**src/pkg/bsr_map.svh**
```systemverilog
// Constants for the bidirectional shift register block: offsets, fields, resets.
// Assumes inclusion by bare name from the package and the design file.
`ifndef BSR_MAP_SVH
`define BSR_MAP_SVH
`define BSR_OFF_CTRL 12'h000
`define BSR_OFF_DATA 12'h004
`define BSR_OFF_STAT 12'h008
`define BSR_CTRL_BYTE_LSB 0
`define BSR_CTRL_BYTE_MSB 1
`define BSR_CTRL_BIT_LSB 4
`define BSR_CTRL_BIT_MSB 6
`define BSR_CTRL_RET 8
`define BSR_CTRL_RESET 32'h0000_0000
`define BSR_DATA_RESET 32'h0000_0000
`define BSR_NBYTES 4
`define BSR_STAT_OUT 0
`define BSR_STAT_CNT_LSB 8
`define BSR_STAT_CNT_MSB 15
`endif

```
**src/pkg/bsr_pkg.sv**
```systemverilog
// Types for the bidirectional shift register block.
// Assumes the map header sits beside it on the include path.
package bsr_pkg;
`include "bsr_map.svh"
    typedef enum logic [1:0]
    {
        BSR_UP = 2'b01,
        BSR_DOWN = 2'b10
    } bsr_dir_t;
endpackage

```
**src/hdl/bsr_top.sv**
```systemverilog
// Bidirectional shift register: four 8-bit bytes, trigger-edge shifting, one selected output.
// Assumes trigger, serial input and direction come from pins (synchronised here), APB on clk.
//
// Implementation choices: register access over APB and the register addresses.
`timescale 1ns/1ps
`include "bsr_map.svh"
module bsr_top
(
    input wire logic clk,
    input wire logic sys_rst,
    input wire logic clk_en,
    input wire logic power_restore,
    input wire logic shift_trigger,
    input wire logic serial_in,
    input wire logic shift_dir,
    output logic shift_out,
    input wire logic psel,
    input wire logic penable,
    input wire logic pwrite,
    input wire logic [11:0] paddr,
    input wire logic [31:0] pwdata,
    output logic [31:0] prdata,
    output logic pready,
    output logic pslverr
);
    // ------------------------------------------------------------
    // Input synchronisers
    // ------------------------------------------------------------
    logic [3:0] sync_a;
    logic [3:0] sync_b;
    logic trg_prev;
    logic restore_prev;
    wire [3:0] pins_now = {power_restore, shift_dir, serial_in, shift_trigger};
    always_ff @(posedge clk)
    begin
        if (sys_rst)
        begin
            sync_a <= 4'h0;
        end
        else if (clk_en)
        begin
            sync_a <= pins_now;
        end
    end

    always_ff @(posedge clk)
    begin
        if (sys_rst)
        begin
            sync_b <= 4'h0;
        end
        else if (clk_en)
        begin
            sync_b <= sync_a;
        end
    end

    wire trg_s = sync_b[0];
    wire din_s = sync_b[1];
    wire dir_s = sync_b[2];
    wire restore_s = sync_b[3];

    // ------------------------------------------------------------
    // Edge detection
    // ------------------------------------------------------------
    // Both previous values reset to the idle pin level, so no false edge
    always_ff @(posedge clk)
    begin
        if (sys_rst)
        begin
            trg_prev <= 1'b0;
        end
        else if (clk_en)
        begin
            trg_prev <= trg_s;
        end
    end

    always_ff @(posedge clk)
    begin
        if (sys_rst)
        begin
            restore_prev <= 1'b0;
        end
        else if (clk_en)
        begin
            restore_prev <= restore_s;
        end
    end

    wire trg_rise = trg_s & ~trg_prev;
    wire restore_rise = restore_s & ~restore_prev;

    // ------------------------------------------------------------
    // Direction decode
    // ------------------------------------------------------------
    bsr_pkg::bsr_dir_t dir_now;
    assign dir_now = dir_s ? bsr_pkg::BSR_DOWN : bsr_pkg::BSR_UP;

    // ------------------------------------------------------------
    // Configuration and storage
    // ------------------------------------------------------------
    logic [31:0] ctrl;
    logic [31:0] next_ctrl;
    logic [7:0] sreg [`BSR_NBYTES];
    logic [7:0] shift_cnt;
    logic [7:0] next_shift_cnt;
    logic rd_wait;
    logic next_rd_wait;
    logic [31:0] next_prdata;
    logic next_shift_out;
    wire [1:0] cfg_byte = ctrl[`BSR_CTRL_BYTE_MSB:`BSR_CTRL_BYTE_LSB];
    wire [2:0] cfg_bit = ctrl[`BSR_CTRL_BIT_MSB:`BSR_CTRL_BIT_LSB];
    wire cfg_ret = ctrl[`BSR_CTRL_RET];
    // Power restore without retention wipes contents; retention keeps all bytes
    wire wipe = restore_rise & ~cfg_ret;

    // ------------------------------------------------------------
    // Shift path
    // ------------------------------------------------------------
    wire [7:0] cur_byte = sreg[cfg_byte];
    wire [7:0] up_val = {cur_byte[6:0], din_s};
    wire [7:0] down_val = {din_s, cur_byte[7:1]};
    wire [7:0] next_byte = (dir_now == bsr_pkg::BSR_DOWN) ? down_val : up_val;
    wire do_shift = trg_rise & ~wipe;

    // ------------------------------------------------------------
    // APB decode
    // ------------------------------------------------------------
    wire acc = psel & penable;
    wire rd_acc = acc & ~pwrite;
    wire hit_ctrl = (paddr == `BSR_OFF_CTRL);
    wire hit_data = (paddr == `BSR_OFF_DATA);
    wire hit_stat = (paddr == `BSR_OFF_STAT);
    wire hit_any = hit_ctrl | hit_data | hit_stat;
    // Reads take one wait state so that prdata comes from a flip-flop
    assign pready = acc & clk_en & (pwrite | rd_wait);
    assign pslverr = pready & ~hit_any;

    // ------------------------------------------------------------
    // Write strobes
    // ------------------------------------------------------------
    // A data write yields to a shift or a wipe in the same cycle
    wire wr_ctrl = pready & pwrite & hit_ctrl;
    wire wr_data = pready & pwrite & hit_data & ~do_shift & ~wipe;

    // ------------------------------------------------------------
    // Status and data words
    // ------------------------------------------------------------
    wire [31:0] data_word = {sreg[3], sreg[2], sreg[1], sreg[0]};
    wire [31:0] stat_word = {16'h0000, shift_cnt, 7'h00, shift_out};

    // ------------------------------------------------------------
    // Read multiplexer
    // ------------------------------------------------------------
    logic [31:0] rd_mux;
    always_comb
    begin
        rd_mux = 32'h0000_0000;
        if (hit_ctrl)
        begin
            rd_mux = ctrl;
        end
        else if (hit_data)
        begin
            rd_mux = data_word;
        end
        else if (hit_stat)
        begin
            rd_mux = stat_word;
        end
    end

    // ------------------------------------------------------------
    // Next values
    // ------------------------------------------------------------
    assign next_ctrl = wr_ctrl ? pwdata : ctrl;
    assign next_rd_wait = rd_acc & ~rd_wait;
    assign next_prdata = (rd_acc & ~rd_wait) ? rd_mux : prdata;
    assign next_shift_cnt = do_shift ? shift_cnt + 8'h01 : shift_cnt;
    assign next_shift_out = cur_byte[cfg_bit];

    // ------------------------------------------------------------
    // Control register
    // ------------------------------------------------------------
    always_ff @(posedge clk)
    begin
        if (sys_rst)
        begin
            ctrl <= `BSR_CTRL_RESET;
        end
        else if (clk_en)
        begin
            ctrl <= next_ctrl;
        end
    end

    // ------------------------------------------------------------
    // Read path
    // ------------------------------------------------------------
    always_ff @(posedge clk)
    begin
        if (sys_rst)
        begin
            prdata <= 32'h0000_0000;
        end
        else if (clk_en)
        begin
            prdata <= next_prdata;
        end
    end

    always_ff @(posedge clk)
    begin
        if (sys_rst)
        begin
            rd_wait <= 1'b0;
        end
        else if (clk_en)
        begin
            rd_wait <= next_rd_wait;
        end
    end

    // ------------------------------------------------------------
    // Shift counter
    // ------------------------------------------------------------
    always_ff @(posedge clk)
    begin
        if (sys_rst)
        begin
            shift_cnt <= 8'h00;
        end
        else if (clk_en)
        begin
            shift_cnt <= next_shift_cnt;
        end
    end

    // ------------------------------------------------------------
    // Storage bytes
    // ------------------------------------------------------------
    genvar gi;
    generate
        for (gi = 0; gi < `BSR_NBYTES; gi++)
        begin : g_byte
            wire sel_byte = (cfg_byte == 2'(gi));
            wire [7:0] wr_byte = pwdata[gi*8 +: 8];
            logic [7:0] next_sreg;
            always_comb
            begin
                next_sreg = sreg[gi];
                if (wipe)
                begin
                    next_sreg = 8'h00;
                end
                else if (do_shift & sel_byte)
                begin
                    next_sreg = next_byte;
                end
                else if (wr_data)
                begin
                    next_sreg = wr_byte;
                end
            end
            always_ff @(posedge clk)
            begin
                if (sys_rst)
                begin
                    sreg[gi] <= 8'h00;
                end
                else if (clk_en)
                begin
                    sreg[gi] <= next_sreg;
                end
            end
        end
    endgenerate

    // ------------------------------------------------------------
    // Output
    // ------------------------------------------------------------
    // Output trails storage by one cycle
    always_ff @(posedge clk)
    begin
        if (sys_rst)
        begin
            shift_out <= 1'b0;
        end
        else if (clk_en)
        begin
            shift_out <= next_shift_out;
        end
    end
endmodule

```
**config.mk**
```make
export PLATFORM = sky130hd
export DESIGN_NAME = bsr_top
export DESIGN_NICKNAME = d
export VERILOG_FILES = /design/src/pkg/bsr_pkg.sv /design/src/hdl/bsr_top.sv
export VERILOG_INCLUDE_DIRS = /design/src /design/src/pkg
export SDC_FILE = /design/constraint.sdc
export NUM_CORES = 1
export LEC_CHECK = 0
export ABC_AREA = 1
export BUFFER_PORTS_ARGS = -buffer_cell sky130_fd_sc_hd__buf_4
export CELL_PAD_IN_SITES_DETAIL_PLACEMENT = 0
export CELL_PAD_IN_SITES_GLOBAL_PLACEMENT = 2
export CORE_MARGIN = 2
export CORE_UTILIZATION = 33
export DETAILED_ROUTE_END_ITERATION = 16
export HOLD_SLACK_MARGIN = 0.03
export PLACE_DENSITY = 0.82
export RECOVER_POWER = 25
export SLEW_MARGIN = 20
export SYNTH_ARGS = -nofsm -noshare
export SYNTH_HDL_FRONTEND = slang
export SYNTH_SLANG_ARGS = --single-unit
```
**constraint.sdc**
```tcl
create_clock -name clk -period 1.9 [get_ports clk]
set_input_delay 0 -clock clk [delete_from_list [all_inputs] [get_ports clk]]
set_output_delay 0 -clock clk [all_outputs]
set_load 0.02 [all_outputs]
```
==> report_table.html, run 1 <==
<table>
<tr><th>Metric</th><th>Value</th></tr>
<tr><th colspan="2">Synthesis</th></tr>
<tr><td>Asr flop ratio synth</td><td>0%</td></tr>
<tr><td>Share of the yosys chip area belonging to registers</td><td>46.52%</td></tr>
<tr><td>Number of flip-flops and latches in the synthesized netlist</td><td>118</td></tr>
<tr><td>Syn Area/Cell</td><td>7.835 sq um</td></tr>
<tr><td>Number of flops mapped to enable cells by yosys</td><td>32</td></tr>
<tr><td>Top cells by area in the synthesized netlist</td><td>sky130_fd_sc_hd__dfxtp_1 (30%), sky130_fd_sc_hd__edfxtp_1 (17%), sky130_fd_sc_hd__nand2_1 (11%)</td></tr>
<tr><td>Main synth FF type</td><td>sky130_fd_sc_hd__dfxtp_1</td></tr>
<tr><td>Proportion of netlist area held by the largest area contributor</td><td>29.85%</td></tr>
<tr><td>Post-Syn Instances</td><td>736</td></tr>
<tr><td>Unique masters post-synth</td><td>36</td></tr>
<tr><td>Total standard cell area after synthesis</td><td>5767 sq um</td></tr>
<tr><td>Syn Nets</td><td>791</td></tr>
<tr><td>Number of synthesis warnings</td><td>0</td></tr>
<tr><td>Biggest area consumer among synthesized cells</td><td>sky130_fd_sc_hd__dfxtp_1</td></tr>
<tr><th colspan="2">Routing</th></tr>
<tr><td>Met3 layer wire length in the routed design</td><td>1459 um</td></tr>
<tr><td>Pre-Repair DR Iteration Count</td><td>7</td></tr>
<tr><td>Via-to-Cell Ratio</td><td>5.014</td></tr>
<tr><td>Routed length per instance</td><td>17.06 um</td></tr>
<tr><td>Met2 WL</td><td>7859 um</td></tr>
<tr><td>Drt initial violations</td><td>702</td></tr>
<tr><td>Highest metal layer with signal wires</td><td>met4</td></tr>
<tr><td>Detailed-route wire length on metal 1</td><td>9152 um</td></tr>
<tr><td># DRC</td><td>0</td></tr>
<tr><td>Number of nets still failing antenna checks after routing</td><td>0</td></tr>
<tr><td>Detailed-route wire length</td><td>18750 um</td></tr>
<tr><td>DR vias</td><td>5510</td></tr>
<tr><th colspan="2">Worst setup path</th></tr>
<tr><td>Crit path arrival time</td><td>1880 ps</td></tr>
<tr><td>Worst setup path startpoint</td><td>ctrl[8]</td></tr>
<tr><td>Register-to-register path setup slack</td><td>140 ps</td></tr>
<tr><td>Maximum fanout along the worst path</td><td>8</td></tr>
<tr><td>Required @ worst endpoint</td><td>2020 ps</td></tr>
<tr><td>Critical path class</td><td>reg -&gt; reg</td></tr>
<tr><td>Startpoint of the worst register-to-register path</td><td>ctrl[8]</td></tr>
<tr><td>Worst Setup End Kind</td><td>flip-flop</td></tr>
<tr><td>Termination of the worst setup path</td><td>sreg[3][6]</td></tr>
<tr><td>Element type at the critical path start</td><td>flip-flop</td></tr>
<tr><td>Path depth of the worst reg2reg path</td><td>6</td></tr>
<tr><td>Reg-to-reg endpoint</td><td>sreg[3][6]</td></tr>
<tr><th colspan="2">Timing</th></tr>
<tr><td>Finish-stage setup viols</td><td>0</td></tr>
<tr><td>Final period demand of the worst path</td><td>1757 ps</td></tr>
<tr><td>Post-route fraction of the period consumed by the critical path</td><td>92.48%</td></tr>
<tr><td>Setup repair after global routing missed its margin</td><td>false</td></tr>
<tr><td>Headroom to the max-slew limit</td><td>58.02%</td></tr>
<tr><td>Clock Skew</td><td>6.274 ps</td></tr>
<tr><td>Number of max-slew violations in the final report</td><td>0</td></tr>
<tr><td>Final Worst Setup Slack</td><td>142.8 ps</td></tr>
<tr><td>Actual slew at the worst max-slew pin</td><td>627.3 ps</td></tr>
<tr><td>Peak Freq</td><td>0.5691 GHz</td></tr>
<tr><td>Number of endpoints with negative hold slack in the final report</td><td>0</td></tr>
<tr><th colspan="2">Floorplanning</th></tr>
<tr><td>I/O pins</td><td>89</td></tr>
<tr><td>Floorplan Core Area</td><td>17180 sq um</td></tr>
<tr><td>Horizontal die dimension</td><td>136.2 um</td></tr>
<tr><td>Initial core utilization</td><td>33.57%</td></tr>
<tr><td>Die area</td><td>18550 sq um</td></tr>
<tr><td>Die Span Y</td><td>136.2 um</td></tr>
<tr><td>Placement Rows</td><td>48</td></tr>
<tr><th colspan="2">Clocking</th></tr>
<tr><td>Clock transition at the register clock pins on the worst setup and hold paths after CTS</td><td>50 ps</td></tr>
<tr><td>Clock latency reported for the late side of the worst-skew pair</td><td>420 ps</td></tr>
<tr><td>CTS tree</td><td>built</td></tr>
<tr><td>CTS HTree Levels</td><td>4</td></tr>
<tr><td>CTS max path bufs</td><td>2</td></tr>
<tr><td>Setup Buffers After CTS</td><td>0</td></tr>
<tr><td>Cell at the root of the clock tree</td><td>sky130_fd_sc_hd__clkbuf_16</td></tr>
<tr><td>Total CTS buffers</td><td>17</td></tr>
<tr><td>Number of sinks driven by the clock tree</td><td>118</td></tr>
<tr><th colspan="2">Place</th></tr>
<tr><td>Port bufs</td><td>88</td></tr>
<tr><td>DP HPWL</td><td>13730 um</td></tr>
<tr><td>Routability congestion estimate from global placement</td><td>0.9261</td></tr>
<tr><td>Placed standard-cell area</td><td>6645 sq um</td></tr>
<tr><td>Cell count after placement</td><td>1026</td></tr>
<tr><td>Post-placement setup slack</td><td>-43.40 ps</td></tr>
<tr><th colspan="2">Outcome</th></tr>
<tr><td>Result of the run</td><td>finished clean</td></tr>
<tr><th colspan="2">Layout</th></tr>
<tr><td>Final non-filler cell total</td><td>1099</td></tr>
<tr><td>Number of fill cells in the layout</td><td>1828</td></tr>
<tr><td>End-of-flow core utilization</td><td>43.83%</td></tr>
<tr><td>Post-layout instance area</td><td>7528 sq um</td></tr>
<tr><td>Antenna fix cells</td><td>0</td></tr>
<tr><td>Share of cells above drive strength 1</td><td>16.02%</td></tr>
<tr><td>Most frequent standard cell in the layout excluding fill and tap cells</td><td>sky130_fd_sc_hd__nand2_1</td></tr>
<tr><td>Area taken by multi-input logic gates</td><td>2466 sq um</td></tr>
<tr><td>Net total in the final layout</td><td>916</td></tr>
<tr><td>Register cell area after layout</td><td>2683 sq um</td></tr>
<tr><td>Highest-count cells in the layout ignoring fill and taps</td><td>sky130_fd_sc_hd__nand2_1 (167), sky130_fd_sc_hd__nand3_1 (118), sky130_fd_sc_hd__dfxtp_1 (86)</td></tr>
<tr><td>Layout area overhead</td><td>30.55%</td></tr>
<tr><th colspan="2">Global routing</th></tr>
<tr><td>Antenna violations before repair</td><td>0</td></tr>
<tr><td>Overall overflow remaining after global route</td><td>0</td></tr>
<tr><td>Pin count of the biggest net entering global routing</td><td>74</td></tr>
<tr><td>Via count of the first global-routing pass</td><td>5078</td></tr>
<tr><td>GRT Resource Usage Total</td><td>20.76%</td></tr>
<tr><td>Wire length of the first global-routing pass</td><td>28860 um</td></tr>
<tr><th colspan="2">Power</th></tr>
<tr><td>Pwr per Cell Area</td><td>872.5 nW/um^2</td></tr>
<tr><td>Maximum ir drop on the vdd rail</td><td>0.6150 mV</td></tr>
<tr><td>Static power due to leakage</td><td>3.062 nW</td></tr>
<tr><th colspan="2">Job</th></tr>
<tr><td>MaxCap Viol Count</td><td>0</td></tr>
<tr><th colspan="2">Hold path</th></tr>
<tr><td>Hold wc startpoint</td><td>clk_en</td></tr>
<tr><td>Type of the worst min-delay path</td><td>in -&gt; reg</td></tr>
</table>
-- registers in the layout (all words and copies together) (netlist names), named ones only --
register and count:
shift_cnt 8, sync_b 4, shift_out 1, ctrl 32
prdata 32, trg_prev 1, sync_a 4, sreg 32
rd_wait 1, restore_prev 1
-- cells by family (layout without fill, tap and decap cells) --
| logic type | count (synthesis) | after routing | share of synthesized area [%] |
|---|---|---|---|
| AO/OA/AOI/OAI | 142 | 142 | 15.56 |
| XOR/XNOR | 1 | 1 | 0.1519 |
| adder cells (fa/ha/maj) | 1 | 1 | 0.2169 |
| buffers and inverters | 140 | 278 | 10.78 |
| flip-flops | 118 | 118 | 46.52 |
| AND/OR/NAND/NOR | 334 | 334 | 26.77 |
-- synth_stat cells, types with 2 or more instances --
cell type / count
sky130_fd_sc_hd__clkbuf_1: 12
sky130_fd_sc_hd__a21oi_1: 40
sky130_fd_sc_hd__buf_2: 19
sky130_fd_sc_hd__buf_6: 5
sky130_fd_sc_hd__or2_2: 4
sky130_fd_sc_hd__nand2_2: 2
sky130_fd_sc_hd__edfxtp_1: 32
sky130_fd_sc_hd__nor3_4: 3
sky130_fd_sc_hd__nand3_2: 2
sky130_fd_sc_hd__nor2_2: 3
sky130_fd_sc_hd__inv_2: 7
sky130_fd_sc_hd__o21ai_2: 3
sky130_fd_sc_hd__nand2_1: 167
sky130_fd_sc_hd__dfxtp_1: 86
sky130_fd_sc_hd__o22ai_1: 4
sky130_fd_sc_hd__inv_1: 85
sky130_fd_sc_hd__nand4_1: 12
sky130_fd_sc_hd__o21a_1: 3
sky130_fd_sc_hd__buf_4: 9
sky130_fd_sc_hd__o211ai_1: 46
sky130_fd_sc_hd__nand3_1: 118
sky130_fd_sc_hd__nor2_1: 17
sky130_fd_sc_hd__nor2_4: 2
sky130_fd_sc_hd__o21ai_0: 31
sky130_fd_sc_hd__a31oi_1: 5
sky130_fd_sc_hd__a41oi_1: 9
-- report_power, final --
part | total, mW | internal (mW) | switching [mW]
combinational | 0.590 | 0.242 | 0.348
clock | 3.22 | 2.08 | 1.14
sequential | 2.76 | 2.69 | 0.0685
total | 6.57 | 5.01 | 1.55
-- worst min path at each step --
stage	endpoint	slack, ps	cells after the start
3_5_place_dp	sync_a[2]	210	3
2_1_floorplan	sync_a[0]	110	2
3_3_place_gp	sync_a[2]	210	3
5_1_grt	shift_out	90	5
4_1_cts	shift_out	50	5
6_report	shift_out	70	5
-- stage by stage --
| step | hold WS, ps | total power [mW] | setup TNS [ps] |
|---|---|---|---|
| 2_1_floorplan | 112.7 | 3.054 | 0 |
| 3_3_place_gp | 205.6 | 3.357 | -158.0 |
| 3_5_place_dp | 211.0 | 3.355 | -344.5 |
| 4_1_cts | 50.00 | 6.641 | 0 |
| 5_1_grt | 90.00 | 6.801 | 0 |
| 6_report | 72.45 | 6.568 | 0 |
-- metal layers --
| layer | GRT usage, % | vias to the layer above |
|---|---|---|
| li1 | - | 2754 |
| met1 | 31.12 | 2548 |
| met2 | 29.03 | 183 |
| met3 | 5.556 | 25 |
| met4 | 5.729 | 0 |
| met5 | 0 | - |
-- critical path: stages, from the launching register on --
cell and delay, ps:
sky130_fd_sc_hd__dfxtp_1 330, sky130_fd_sc_hd__inv_1 90, sky130_fd_sc_hd__nand3_2 120, sky130_fd_sc_hd__nand2_4 170
sky130_fd_sc_hd__nand4_1 260, sky130_fd_sc_hd__a31oi_1 280, sky130_fd_sc_hd__buf_4 210
-- repair_timing --
item,CTS,global route
pin swaps,0,1
endpoints found under the setup margin,8,36
hold buffers,41,0
cloned,0,0
endpoints found under the hold margin,68,0
resized for setup,1,4
-- layout make-up --
class                   instances  share of cell area [%]
flip-flops and latches        118                   35.63
multi-input cells             478                   32.76
repair buffers                152                   15.21
clock buffers                  25                   7.146
inverters                      94                   4.703
well taps                     225                   3.739
clock inverters                 7                  0.8144
Note: power is estimated with default switching activity, not from simulation.
==> run 2: changes to the inputs <==
ABC_AREA = unset   (was 1)
CORE_UTILIZATION = 35   (was 33)
PLACE_DENSITY = 0.8   (was 0.82)
==> run 2 against run 1 <==
Against the previous run: maximum frequency decreased by 4.8%; combinational power increased by 6.1%; flip-flop and latch count unchanged; non-clock buffer count increased by 18; synthesized cell count decreased by 29%; synthesized area decreased by 7.0%; hold slack improved by 70 ps; clock skew increased by 3.3 ps; core utilization increased by 4.9 points; worst setup slack got worse by 89 ps; clock power decreased by 10%; critical endpoint is now sreg[0][5]; largest power group unchanged; highest routed layer unchanged.
==> report_table.html, run 2 <==
<table>
<tr><th>Metric</th><th>Value</th></tr>
<tr><th colspan="2">Hold path</th></tr>
<tr><td>Hold depth</td><td>5 (unchanged)</td></tr>
<tr><td>Worst hold path endpoint</td><td>prdata[0]</td></tr>
<tr><td>Hold wc startpoint</td><td>pwrite</td></tr>
<tr><td>Type of the worst min-delay path</td><td>in -&gt; reg</td></tr>
<tr><th colspan="2">Global routing</th></tr>
<tr><td>Overall overflow remaining after global route</td><td>0 (unchanged)</td></tr>
<tr><td>Antenna violations before repair</td><td>0 (unchanged)</td></tr>
<tr><td>Wire length of the first global-routing pass</td><td>25010 um (-13%)</td></tr>
<tr><td>Via count of the first global-routing pass</td><td>4486 (-12%)</td></tr>
<tr><td>GRT Resource Usage Total</td><td>20.33% (-0.43 points)</td></tr>
<tr><td>Pin count of the biggest net entering global routing</td><td>41 (-45%)</td></tr>
<tr><th colspan="2">Synthesis</th></tr>
<tr><td>Number of synthesis warnings</td><td>0 (unchanged)</td></tr>
<tr><td>Synthesized-area fraction occupied by ao, oa, aoi and oai cells</td><td>11.03% (-4.5 points)</td></tr>
<tr><td>Main combinational cell family by area after synthesis</td><td>simple AND/OR/NAND/NOR gates</td></tr>
<tr><td>Area share of xor/xnor cells in the synthesized design</td><td>1.143% (+0.99 points)</td></tr>
<tr><td>Simple-gate share of the synthesized area</td><td>17.14% (-9.6 points)</td></tr>
<tr><td>Number of flops mapped to enable cells by yosys</td><td>32 (unchanged)</td></tr>
<tr><td>Number of flip-flops and latches in the synthesized netlist</td><td>118 (unchanged)</td></tr>
<tr><td>Proportion of netlist area held by the largest area contributor</td><td>32.10% (+2.2 points)</td></tr>
<tr><td>Syn Area/Cell</td><td>10.20 sq um (+30%)</td></tr>
<tr><td>Unique masters post-synth</td><td>40 (+11%)</td></tr>
<tr><td>Post-synth top cells</td><td>sky130_fd_sc_hd__nor2_1 (128), sky130_fd_sc_hd__dfxtp_1 (86), sky130_fd_sc_hd__mux2i_1 (53)</td></tr>
<tr><td>Synthesized-area fraction occupied by adder cells</td><td>0.2333% (+0.016 points)</td></tr>
<tr><td>Main synth FF type</td><td>sky130_fd_sc_hd__dfxtp_1</td></tr>
<tr><td>Asr flop ratio synth</td><td>0% (unchanged)</td></tr>
<tr><td>Top cells by area in the synthesized netlist</td><td>sky130_fd_sc_hd__dfxtp_1 (32%), sky130_fd_sc_hd__edfxtp_1 (18%), sky130_fd_sc_hd__mux2i_1 (9.9%)</td></tr>
<tr><td>Post-synthesis mux area share</td><td>15.56% (+16 points)</td></tr>
<tr><td>Total standard cell area after synthesis</td><td>5364 sq um (-7.0%)</td></tr>
<tr><td>Biggest area consumer among synthesized cells</td><td>sky130_fd_sc_hd__dfxtp_1</td></tr>
<tr><td>Most instantiated library cell after synthesis</td><td>sky130_fd_sc_hd__nor2_1</td></tr>
<tr><td>Share of the yosys chip area belonging to registers</td><td>50.01% (+3.5 points)</td></tr>
<tr><td>Post-Syn Instances</td><td>526 (-29%)</td></tr>
<tr><td>Syn Nets</td><td>581 (-27%)</td></tr>
<tr><th colspan="2">Place</th></tr>
<tr><td>Placed standard-cell area</td><td>6500 sq um (-2.2%)</td></tr>
<tr><td>DP HPWL</td><td>11720 um (-15%)</td></tr>
<tr><td>Routability congestion estimate from global placement</td><td>0.8783 (-5.2%)</td></tr>
<tr><td>Port bufs</td><td>88 (unchanged)</td></tr>
<tr><td>Post-placement setup slack</td><td>-47.65 ps (-4.251 ps)</td></tr>
<tr><th colspan="2">Power</th></tr>
<tr><td>Internal power of the cells</td><td>4.818 mW (-3.9%)</td></tr>
<tr><td>Maximum ir drop on the vdd rail</td><td>0.6077 mV (-1.2%)</td></tr>
<tr><td>Switching portion of total power</td><td>23.28% (-0.38 points)</td></tr>
<tr><td>Total net switching power</td><td>1.462 mW (-5.9%)</td></tr>
<tr><td>Gate power share</td><td>10.0% (+1.0 points)</td></tr>
<tr><td>Flop pwr share</td><td>44.0% (+2.0 points)</td></tr>
<tr><td>Static power due to leakage</td><td>2.753 nW (-10%)</td></tr>
<tr><td>Pwr per Cell Area</td><td>854.3 nW/um^2 (-2.1%)</td></tr>
<tr><td>Share of total power in the clock network</td><td>46.0% (-3.0 points)</td></tr>
<tr><th colspan="2">Floorplanning</th></tr>
<tr><td>I/O pins</td><td>89 (unchanged)</td></tr>
<tr><td>Floorplan Core Area</td><td>15090 sq um (-12%)</td></tr>
<tr><td>Die Span Y</td><td>127.8 um (-6.2%)</td></tr>
<tr><td>Die area</td><td>16330 sq um (-12%)</td></tr>
<tr><td>Placement Rows</td><td>45 (-6.3%)</td></tr>
<tr><td>Initial core utilization</td><td>35.55% (+2.0 points)</td></tr>
<tr><td>Horizontal die dimension</td><td>127.8 um (-6.2%)</td></tr>
<tr><th colspan="2">Routing</th></tr>
<tr><td>Number of nets still failing antenna checks after routing</td><td>0 (unchanged)</td></tr>
<tr><td>Routed length per instance</td><td>18.44 um (+8.1%)</td></tr>
<tr><td># DRC</td><td>0 (unchanged)</td></tr>
<tr><td>Via-to-Cell Ratio</td><td>5.297 (+5.7%)</td></tr>
<tr><td>Detailed-route wire length</td><td>16080 um (-14%)</td></tr>
<tr><td>Pre-Repair DR Iteration Count</td><td>5 (-2)</td></tr>
<tr><td>Drt initial violations</td><td>322 (-54%)</td></tr>
<tr><td>DR vias</td><td>4619 (-16%)</td></tr>
<tr><th colspan="2">Timing</th></tr>
<tr><td>Number of max-slew violations in the final report</td><td>0 (unchanged)</td></tr>
<tr><td>Number of endpoints with negative hold slack in the final report</td><td>0 (unchanged)</td></tr>
<tr><td>Actual slew at the worst max-slew pin</td><td>801.2 ps (+173.9 ps)</td></tr>
<tr><td>Setup total negative slack</td><td>0 ps (unchanged)</td></tr>
<tr><td>Final period demand of the worst path</td><td>1846 ps (+89.31 ps)</td></tr>
<tr><td>Finish-stage setup viols</td><td>0 (unchanged)</td></tr>
<tr><td>Setup repair after global routing missed its margin</td><td>false</td></tr>
<tr><td>Post-route fraction of the period consumed by the critical path</td><td>97.18% (+4.7 points)</td></tr>
<tr><td>Clock Skew</td><td>9.574 ps (+3.300 ps)</td></tr>
<tr><td>Peak Freq</td><td>0.5416 GHz (-4.8%)</td></tr>
<tr><td>Final Worst Setup Slack</td><td>53.53 ps (-89.31 ps)</td></tr>
<tr><td>Headroom to the max-slew limit</td><td>46.58% (-11 points)</td></tr>
<tr><th colspan="2">Outcome</th></tr>
<tr><td>Result of the run</td><td>finished clean</td></tr>
<tr><th colspan="2">Worst setup path</th></tr>
<tr><td>Reg-to-reg endpoint</td><td>sreg[0][5]</td></tr>
<tr><td>Worst Setup End Kind</td><td>flip-flop</td></tr>
<tr><td>Crit path arrival time</td><td>1980 ps (+100 ps)</td></tr>
<tr><td>Path depth of the worst reg2reg path</td><td>5 (-1)</td></tr>
<tr><td>CP Cell Sequence</td><td>buf_12 &gt; mux4_2 &gt; mux2i_1 &gt; buf_4 &gt; a211oi_1</td></tr>
<tr><td>Required @ worst endpoint</td><td>2040 ps (+20 ps)</td></tr>
<tr><td>Longest individual stage delay on the worst path</td><td>540 ps (+210 ps)</td></tr>
<tr><td>Slowest stage cell on the critical path</td><td>sky130_fd_sc_hd__mux4_2</td></tr>
<tr><td>Critical path class</td><td>reg -&gt; reg</td></tr>
<tr><td>Register-to-register path setup slack</td><td>50 ps (-90 ps)</td></tr>
<tr><td>Maximum fanout along the worst path</td><td>10 (+2)</td></tr>
<tr><td>Element type at the critical path start</td><td>flip-flop</td></tr>
<tr><th colspan="2">Clocking</th></tr>
<tr><td>Clock transition at the register clock pins on the worst setup and hold paths after CTS</td><td>50 ps (about the same)</td></tr>
<tr><td>Setup Buffers After CTS</td><td>0 (unchanged)</td></tr>
<tr><td>Clock latency reported for the late side of the worst-skew pair</td><td>410 ps (about the same)</td></tr>
<tr><td>CTS max path bufs</td><td>2 (unchanged)</td></tr>
<tr><td>CTS tree</td><td>built</td></tr>
<tr><td>Number of sinks driven by the clock tree</td><td>118 (unchanged)</td></tr>
<tr><td>CTS HTree Levels</td><td>4 (unchanged)</td></tr>
<tr><td>Cell at the root of the clock tree</td><td>sky130_fd_sc_hd__clkbuf_16</td></tr>
<tr><td>Total CTS buffers</td><td>17 (unchanged)</td></tr>
<tr><th colspan="2">Layout</th></tr>
<tr><td>Post-layout instance area</td><td>7352 sq um (-2.3%)</td></tr>
<tr><td>Highest-count cells in the layout ignoring fill and taps</td><td>sky130_fd_sc_hd__nor2_1 (128), sky130_fd_sc_hd__buf_4 (87), sky130_fd_sc_hd__dfxtp_1 (85)</td></tr>
<tr><td>Register cell area after layout</td><td>2684 sq um (about the same)</td></tr>
<tr><td>Net total in the final layout</td><td>727 (-21%)</td></tr>
<tr><td>Number of fill cells in the layout</td><td>1417 (-22%)</td></tr>
<tr><td>Layout area overhead</td><td>37.07%</td></tr>
<tr><td>Most frequent standard cell in the layout excluding fill and tap cells</td><td>sky130_fd_sc_hd__nor2_1</td></tr>
<tr><td>Area taken by multi-input logic gates</td><td>2550 sq um (+3.4%)</td></tr>
<tr><td>Antenna fix cells</td><td>0 (unchanged)</td></tr>
<tr><td>Registers with the most flip-flops</td><td>ctrl: 32 flops, prdata: 32 flops, sreg: 32 flops</td></tr>
<tr><td>Share of cells above drive strength 1</td><td>23.39% (+7.4 points)</td></tr>
<tr><th colspan="2">Job</th></tr>
<tr><td>MaxCap Viol Count</td><td>0 (unchanged)</td></tr>
</table>
-- run 2: cell types whose count changed after synthesis, moves of 34 or more --
| cell | before | now |
|---|---|---|
| sky130_fd_sc_hd__o211ai_1 | 46 | 0 |
| sky130_fd_sc_hd__a221oi_1 | 0 | 34 |
| sky130_fd_sc_hd__mux2i_1 | 0 | 53 |
| sky130_fd_sc_hd__nand2_1 | 167 | 10 |
| sky130_fd_sc_hd__nand3_1 | 118 | 6 |
| sky130_fd_sc_hd__inv_1 | 85 | 6 |
| sky130_fd_sc_hd__nor2_1 | 17 | 128 |
-- run 2: worst max-delay path by stage --
stage | from | endpoint | slack, ps | cells after the start
final | flip-flop | sreg[0][5] | 50 | 5
after CTS | flip-flop | sreg[3][3] | 6 | 6
after detailed placement | flip-flop | sreg[2][3] | -50 | 5
after global placement | flip-flop | sreg[0][3] | 30 | 5
after global routing | flip-flop | sreg[0][5] | 2 | 5
after floorplan | sync_b[0] | sreg[1][0] | 20 | 6
-- run 2: area by class of cell --
cell class                 count  area share [%]
timing repair buffer         170           18.04
inverter                       6          0.3063
clock inverter                 4          0.2723
multi-input combinational    359           34.68
clock buffer                  27           6.995
tap                          188           3.199
sequential                   118           36.50
-- run 2: per-layer routing --
layer	vias up	global-route usage, %	part of all wire (%)
met5	-	0	0
met4	0	9.567	3.2
met3	32	4.508	6.5
met2	169	30.51	44
met1	2198	27.91	46
li1	2220	-	-
-- run 2: cell families (layout without fill, tap and decap cells) --
group / count (synthesis) / count (layout)
and+or+nand+nor: 201 / 201
DFF: 118 / 118
AOI/OAI and AO/OA: 78 / 78
muxes: 72 / 72
buffers and inverters: 49 / 207
xor gates and xnor gates: 7 / 7
adders and majority gates: 1 / 1
-- run 2: repair_timing --
item,CTS,global route
endpoints found under the hold margin,75,0
endpoints found under the setup margin,33,49
resized for setup,3,6
hold buffers,42,0
pin swaps,3,1
gates cloned,0,0
-- run 2: through the flow --
step | util (%) | std cells | hold WS [ps] | power [mW]
final | 48.72 | 872 | 142.0 | 6.281
after detailed placement | 43.08 | 800 | 243.7 | 3.380
after global routing | 48.72 | 872 | 167.7 | 6.503
after floorplan | - | 526 | 147.0 | 3.052
after CTS | 49.48 | 873 | 125.8 | 6.353
after global placement | 43.08 | 800 | 235.3 | 3.372
-- run 2: power groups by stage --
stage / Sequential [mW] / Combinational, mW / Clock (mW)
after floorplan: 2.80 / 0.251 / 0
after global placement: 2.81 / 0.560 / 0
after detailed placement: 2.81 / 0.567 / 0
after CTS: 2.76 / 0.644 / 2.95
after global routing: 2.77 / 0.679 / 3.05
final: 2.76 / 0.626 / 2.89
-- run 2: critical path: cells and delay by family, from the launching register on --
family,cells,cell delay [ps]
muxes,2,790
DFF,1,360
buffers and inverters,2,340
AOI/OAI and AO/OA,1,80
==> run 3: changes to the inputs <==
GPL_TIMING_DRIVEN = 0   (was unset)
==> run 3 against run 2 <==
Against the previous run: hold slack got worse by 51 ps; critical path depth rose by 1; sequential share of layout area decreased by 0.46 points; combinational power up 2%; global-route usage rose by 1.0 points; critical endpoint is now sreg[3][1]; clock-buffer cell count is 2 lower; core utilization grew 0.70 points; critical path type unchanged; largest cell class unchanged; wire length grew 6.9%; cell count up 2.5%; maximum frequency down 2.1%; flip-flop and latch count is the same; register-to-register slack worse by 40 ps.
==> report_table.html, run 3 (same netlist as run 2, synthesis figures left out) <==
<table>
<tr><th>Metric</th><th>Value</th></tr>
<tr><th colspan="2">Timing</th></tr>
<tr><td>Final hold slack</td><td>91.35 ps (-50.70 ps)</td></tr>
<tr><td>Post-route fraction of the period consumed by the critical path</td><td>99.31% (+2.1 points)</td></tr>
<tr><td>Number of endpoints with negative hold slack in the final report</td><td>0 (unchanged)</td></tr>
<tr><td>Final period demand of the worst path</td><td>1887 ps (+40.47 ps)</td></tr>
<tr><td>Finish-stage setup viols</td><td>0 (unchanged)</td></tr>
<tr><td>Setup total negative slack</td><td>0 ps (unchanged)</td></tr>
<tr><td>Peak Freq</td><td>0.5300 GHz (-2.1%)</td></tr>
<tr><td>Headroom to the max-slew limit</td><td>31.25% (-15 points)</td></tr>
<tr><td>Setup repair after global routing missed its margin</td><td>true</td></tr>
<tr><td>Number of max-slew violations in the final report</td><td>0 (unchanged)</td></tr>
<tr><td>Actual slew at the worst max-slew pin</td><td>1027 ps (+226.2 ps)</td></tr>
<tr><td>Final Worst Setup Slack</td><td>13.06 ps (-40.47 ps)</td></tr>
<tr><td>Clock Skew</td><td>7.641 ps (-1.934 ps)</td></tr>
<tr><th colspan="2">Routing</th></tr>
<tr><td>Met2 WL</td><td>7734 um (+9.1%)</td></tr>
<tr><td>DR vias</td><td>4779 (+3.5%)</td></tr>
<tr><td>Number of nets still failing antenna checks after routing</td><td>0 (unchanged)</td></tr>
<tr><td>Pre-Repair DR Iteration Count</td><td>6 (+1)</td></tr>
<tr><td>Via-to-Cell Ratio</td><td>5.346 (+0.92%)</td></tr>
<tr><td>Detailed-route wire length on metal 1</td><td>7923 um (+6.6%)</td></tr>
<tr><td>Highest metal layer with signal wires</td><td>met4</td></tr>
<tr><td>Drt initial violations</td><td>353 (+9.6%)</td></tr>
<tr><td># DRC</td><td>0 (unchanged)</td></tr>
<tr><td>Routed length per instance</td><td>19.23 um (+4.3%)</td></tr>
<tr><td>Detailed-route wire length</td><td>17190 um (+6.9%)</td></tr>
<tr><td>Met3 layer wire length in the routed design</td><td>1029 um (-1.1%)</td></tr>
<tr><th colspan="2">Clocking</th></tr>
<tr><td>Total CTS buffers</td><td>17 (unchanged)</td></tr>
<tr><td>CTS HTree Levels</td><td>4 (unchanged)</td></tr>
<tr><td>Cell at the root of the clock tree</td><td>sky130_fd_sc_hd__clkbuf_16</td></tr>
<tr><td>Number of sinks driven by the clock tree</td><td>118 (unchanged)</td></tr>
<tr><td>CTS tree</td><td>built</td></tr>
<tr><td>Clock latency reported for the late side of the worst-skew pair</td><td>420 ps (about the same)</td></tr>
<tr><td>Clock transition at the register clock pins on the worst setup and hold paths after CTS</td><td>50 ps (about the same)</td></tr>
<tr><td>CTS max path bufs</td><td>2 (unchanged)</td></tr>
<tr><th colspan="2">Layout</th></tr>
<tr><td>Antenna fix cells</td><td>0 (unchanged)</td></tr>
<tr><td>Share of cells above drive strength 1</td><td>24.22% (+0.83 points)</td></tr>
<tr><td>Highest-count cells in the layout ignoring fill and taps</td><td>sky130_fd_sc_hd__nor2_1 (128), sky130_fd_sc_hd__dfxtp_1 (82), sky130_fd_sc_hd__buf_4 (80)</td></tr>
<tr><td>Net total in the final layout</td><td>748 (+2.9%)</td></tr>
<tr><td>Registers with the most flip-flops</td><td>ctrl: 32 flops, prdata: 32 flops, sreg: 32 flops</td></tr>
<tr><td>Final non-filler cell total</td><td>894 (+2.5%)</td></tr>
<tr><td>End-of-flow core utilization</td><td>49.42% (+0.70 points)</td></tr>
<tr><td>Most frequent standard cell in the layout excluding fill and tap cells</td><td>sky130_fd_sc_hd__nor2_1</td></tr>
<tr><td>Layout area overhead</td><td>39.02%</td></tr>
<tr><th colspan="2">Worst setup path</th></tr>
<tr><td>Slowest stage cell on the critical path</td><td>sky130_fd_sc_hd__mux4_2</td></tr>
<tr><td>Longest individual stage delay on the worst path</td><td>580 ps (+40 ps)</td></tr>
<tr><td>Element type at the critical path start</td><td>flip-flop</td></tr>
<tr><td>Required @ worst endpoint</td><td>2060 ps (+20 ps)</td></tr>
<tr><td>Maximum fanout along the worst path</td><td>5 (-5)</td></tr>
<tr><td>Critical path class</td><td>reg -&gt; reg</td></tr>
<tr><td>CP Cell Sequence</td><td>buf_6 &gt; mux4_2 &gt; mux2i_4 &gt; nor2_1 &gt; a21oi_1 &gt; nor2_1</td></tr>
<tr><td>Top cell by count, worst path</td><td>sky130_fd_sc_hd__nor2_1</td></tr>
<tr><td>Worst Setup End Kind</td><td>flip-flop</td></tr>
<tr><td>Crit path arrival time</td><td>2050 ps (+70 ps)</td></tr>
<tr><th colspan="2">Place</th></tr>
<tr><td>Routability congestion estimate from global placement</td><td>0.8811 (+0.32%)</td></tr>
<tr><td>Cell count after placement</td><td>801 (+0.13%)</td></tr>
<tr><td>DP HPWL</td><td>12560 um (+7.2%)</td></tr>
<tr><td>Post-placement setup slack</td><td>-440.8 ps (-393.1 ps)</td></tr>
<tr><td>Port bufs</td><td>87 (-1.1%)</td></tr>
<tr><th colspan="2">Global routing</th></tr>
<tr><td>Pin count of the biggest net entering global routing</td><td>17 (-59%)</td></tr>
<tr><td>GRT Resource Usage Total</td><td>21.37% (+1.0 points)</td></tr>
<tr><td>Overall overflow remaining after global route</td><td>0 (unchanged)</td></tr>
<tr><td>Wire length of the first global-routing pass</td><td>25540 um (+2.2%)</td></tr>
<tr><td>Via count of the first global-routing pass</td><td>4464 (-0.49%)</td></tr>
<tr><td>Antenna violations before repair</td><td>0 (unchanged)</td></tr>
<tr><th colspan="2">Floorplanning</th></tr>
<tr><td>Die area</td><td>16330 sq um (unchanged)</td></tr>
<tr><td>Floorplan Core Area</td><td>15090 sq um (unchanged)</td></tr>
<tr><td>Horizontal die dimension</td><td>127.8 um (unchanged)</td></tr>
<tr><td>I/O pins</td><td>89 (unchanged)</td></tr>
<tr><td>Placement Rows</td><td>45 (unchanged)</td></tr>
<tr><td>Die Span Y</td><td>127.8 um (unchanged)</td></tr>
<tr><td>Initial core utilization</td><td>35.55% (unchanged)</td></tr>
<tr><th colspan="2">Job</th></tr>
<tr><td>MaxCap Viol Count</td><td>0 (unchanged)</td></tr>
<tr><th colspan="2">Outcome</th></tr>
<tr><td>Result of the run</td><td>finished clean</td></tr>
<tr><th colspan="2">Power</th></tr>
<tr><td>Static power due to leakage</td><td>2.779 nW (+0.92%)</td></tr>
<tr><td>Maximum ir drop on the vdd rail</td><td>0.6283 mV (+3.4%)</td></tr>
<tr><td>Pwr per Cell Area</td><td>841.8 nW/um^2 (-1.5%)</td></tr>
<tr><th colspan="2">Hold path</th></tr>
<tr><td>Type of the worst min-delay path</td><td>in -&gt; reg</td></tr>
</table>
## run 3: worst paths after layout
check	start	to	slack (ps)	depth (start not counted)
hold reg to reg	prdata[26]	prdata[26]	490	2
setup / recovery	flip-flop	sreg[3][1]	10	6
hold / removal	clk_en	shift_out	90	3
setup reg to reg	flip-flop	sreg[3][1]	10	6
## run 3: area by class of cell
cell class | instances | area [sq um]
inverter | 6 | 22.52
timing repair buffer | 150 | 1095
buffer | 41 | 261.5
fill | 1458 | 7632
multi-input combinational | 359 | 2636
tap | 188 | 235.2
sequential | 118 | 2688
clock buffer | 25 | 465.4
clock inverter | 7 | 53.80
## run 3: repair_timing
item	in CTS	in global routing
cloned	0	1
setup buffers	4	21
gates resized for setup	25	21
hold buffers	37	0
setup endpoints to repair	64	62
pin swaps	6	7
endpoints found under the hold margin	69	0
## run 3: critical path, delay by kind of cell (launching register included)
family,cells,cell delay (ps)
compound gates,1,140
mux,2,890
flops,1,340
simple gates,2,130
buf+inv,1,140
## run 3: layer usage
layer	vias up	global-route usage, %
met1	2316	28.46
met5	-	0
li1	2264	-
met4	0	8.791
met3	37	5.634
met2	162	33.09
## run 3: stage by stage
step	cell area, sq um	power [mW]
2_1_floorplan	5454	3.052
3_3_place_gp	6342	3.333
3_5_place_dp	6342	3.340
4_1_cts	7378	6.294
5_1_grt	7457	6.494
6_report	7457	6.278
## run 3: power by group
group	internal [mW]	leakage, nW	switching [mW]
logic	0.302	1.49	0.339
registers	2.69	1.03	0.0883
clock network	1.80	0.251	1.06
total	4.79	2.78	1.48
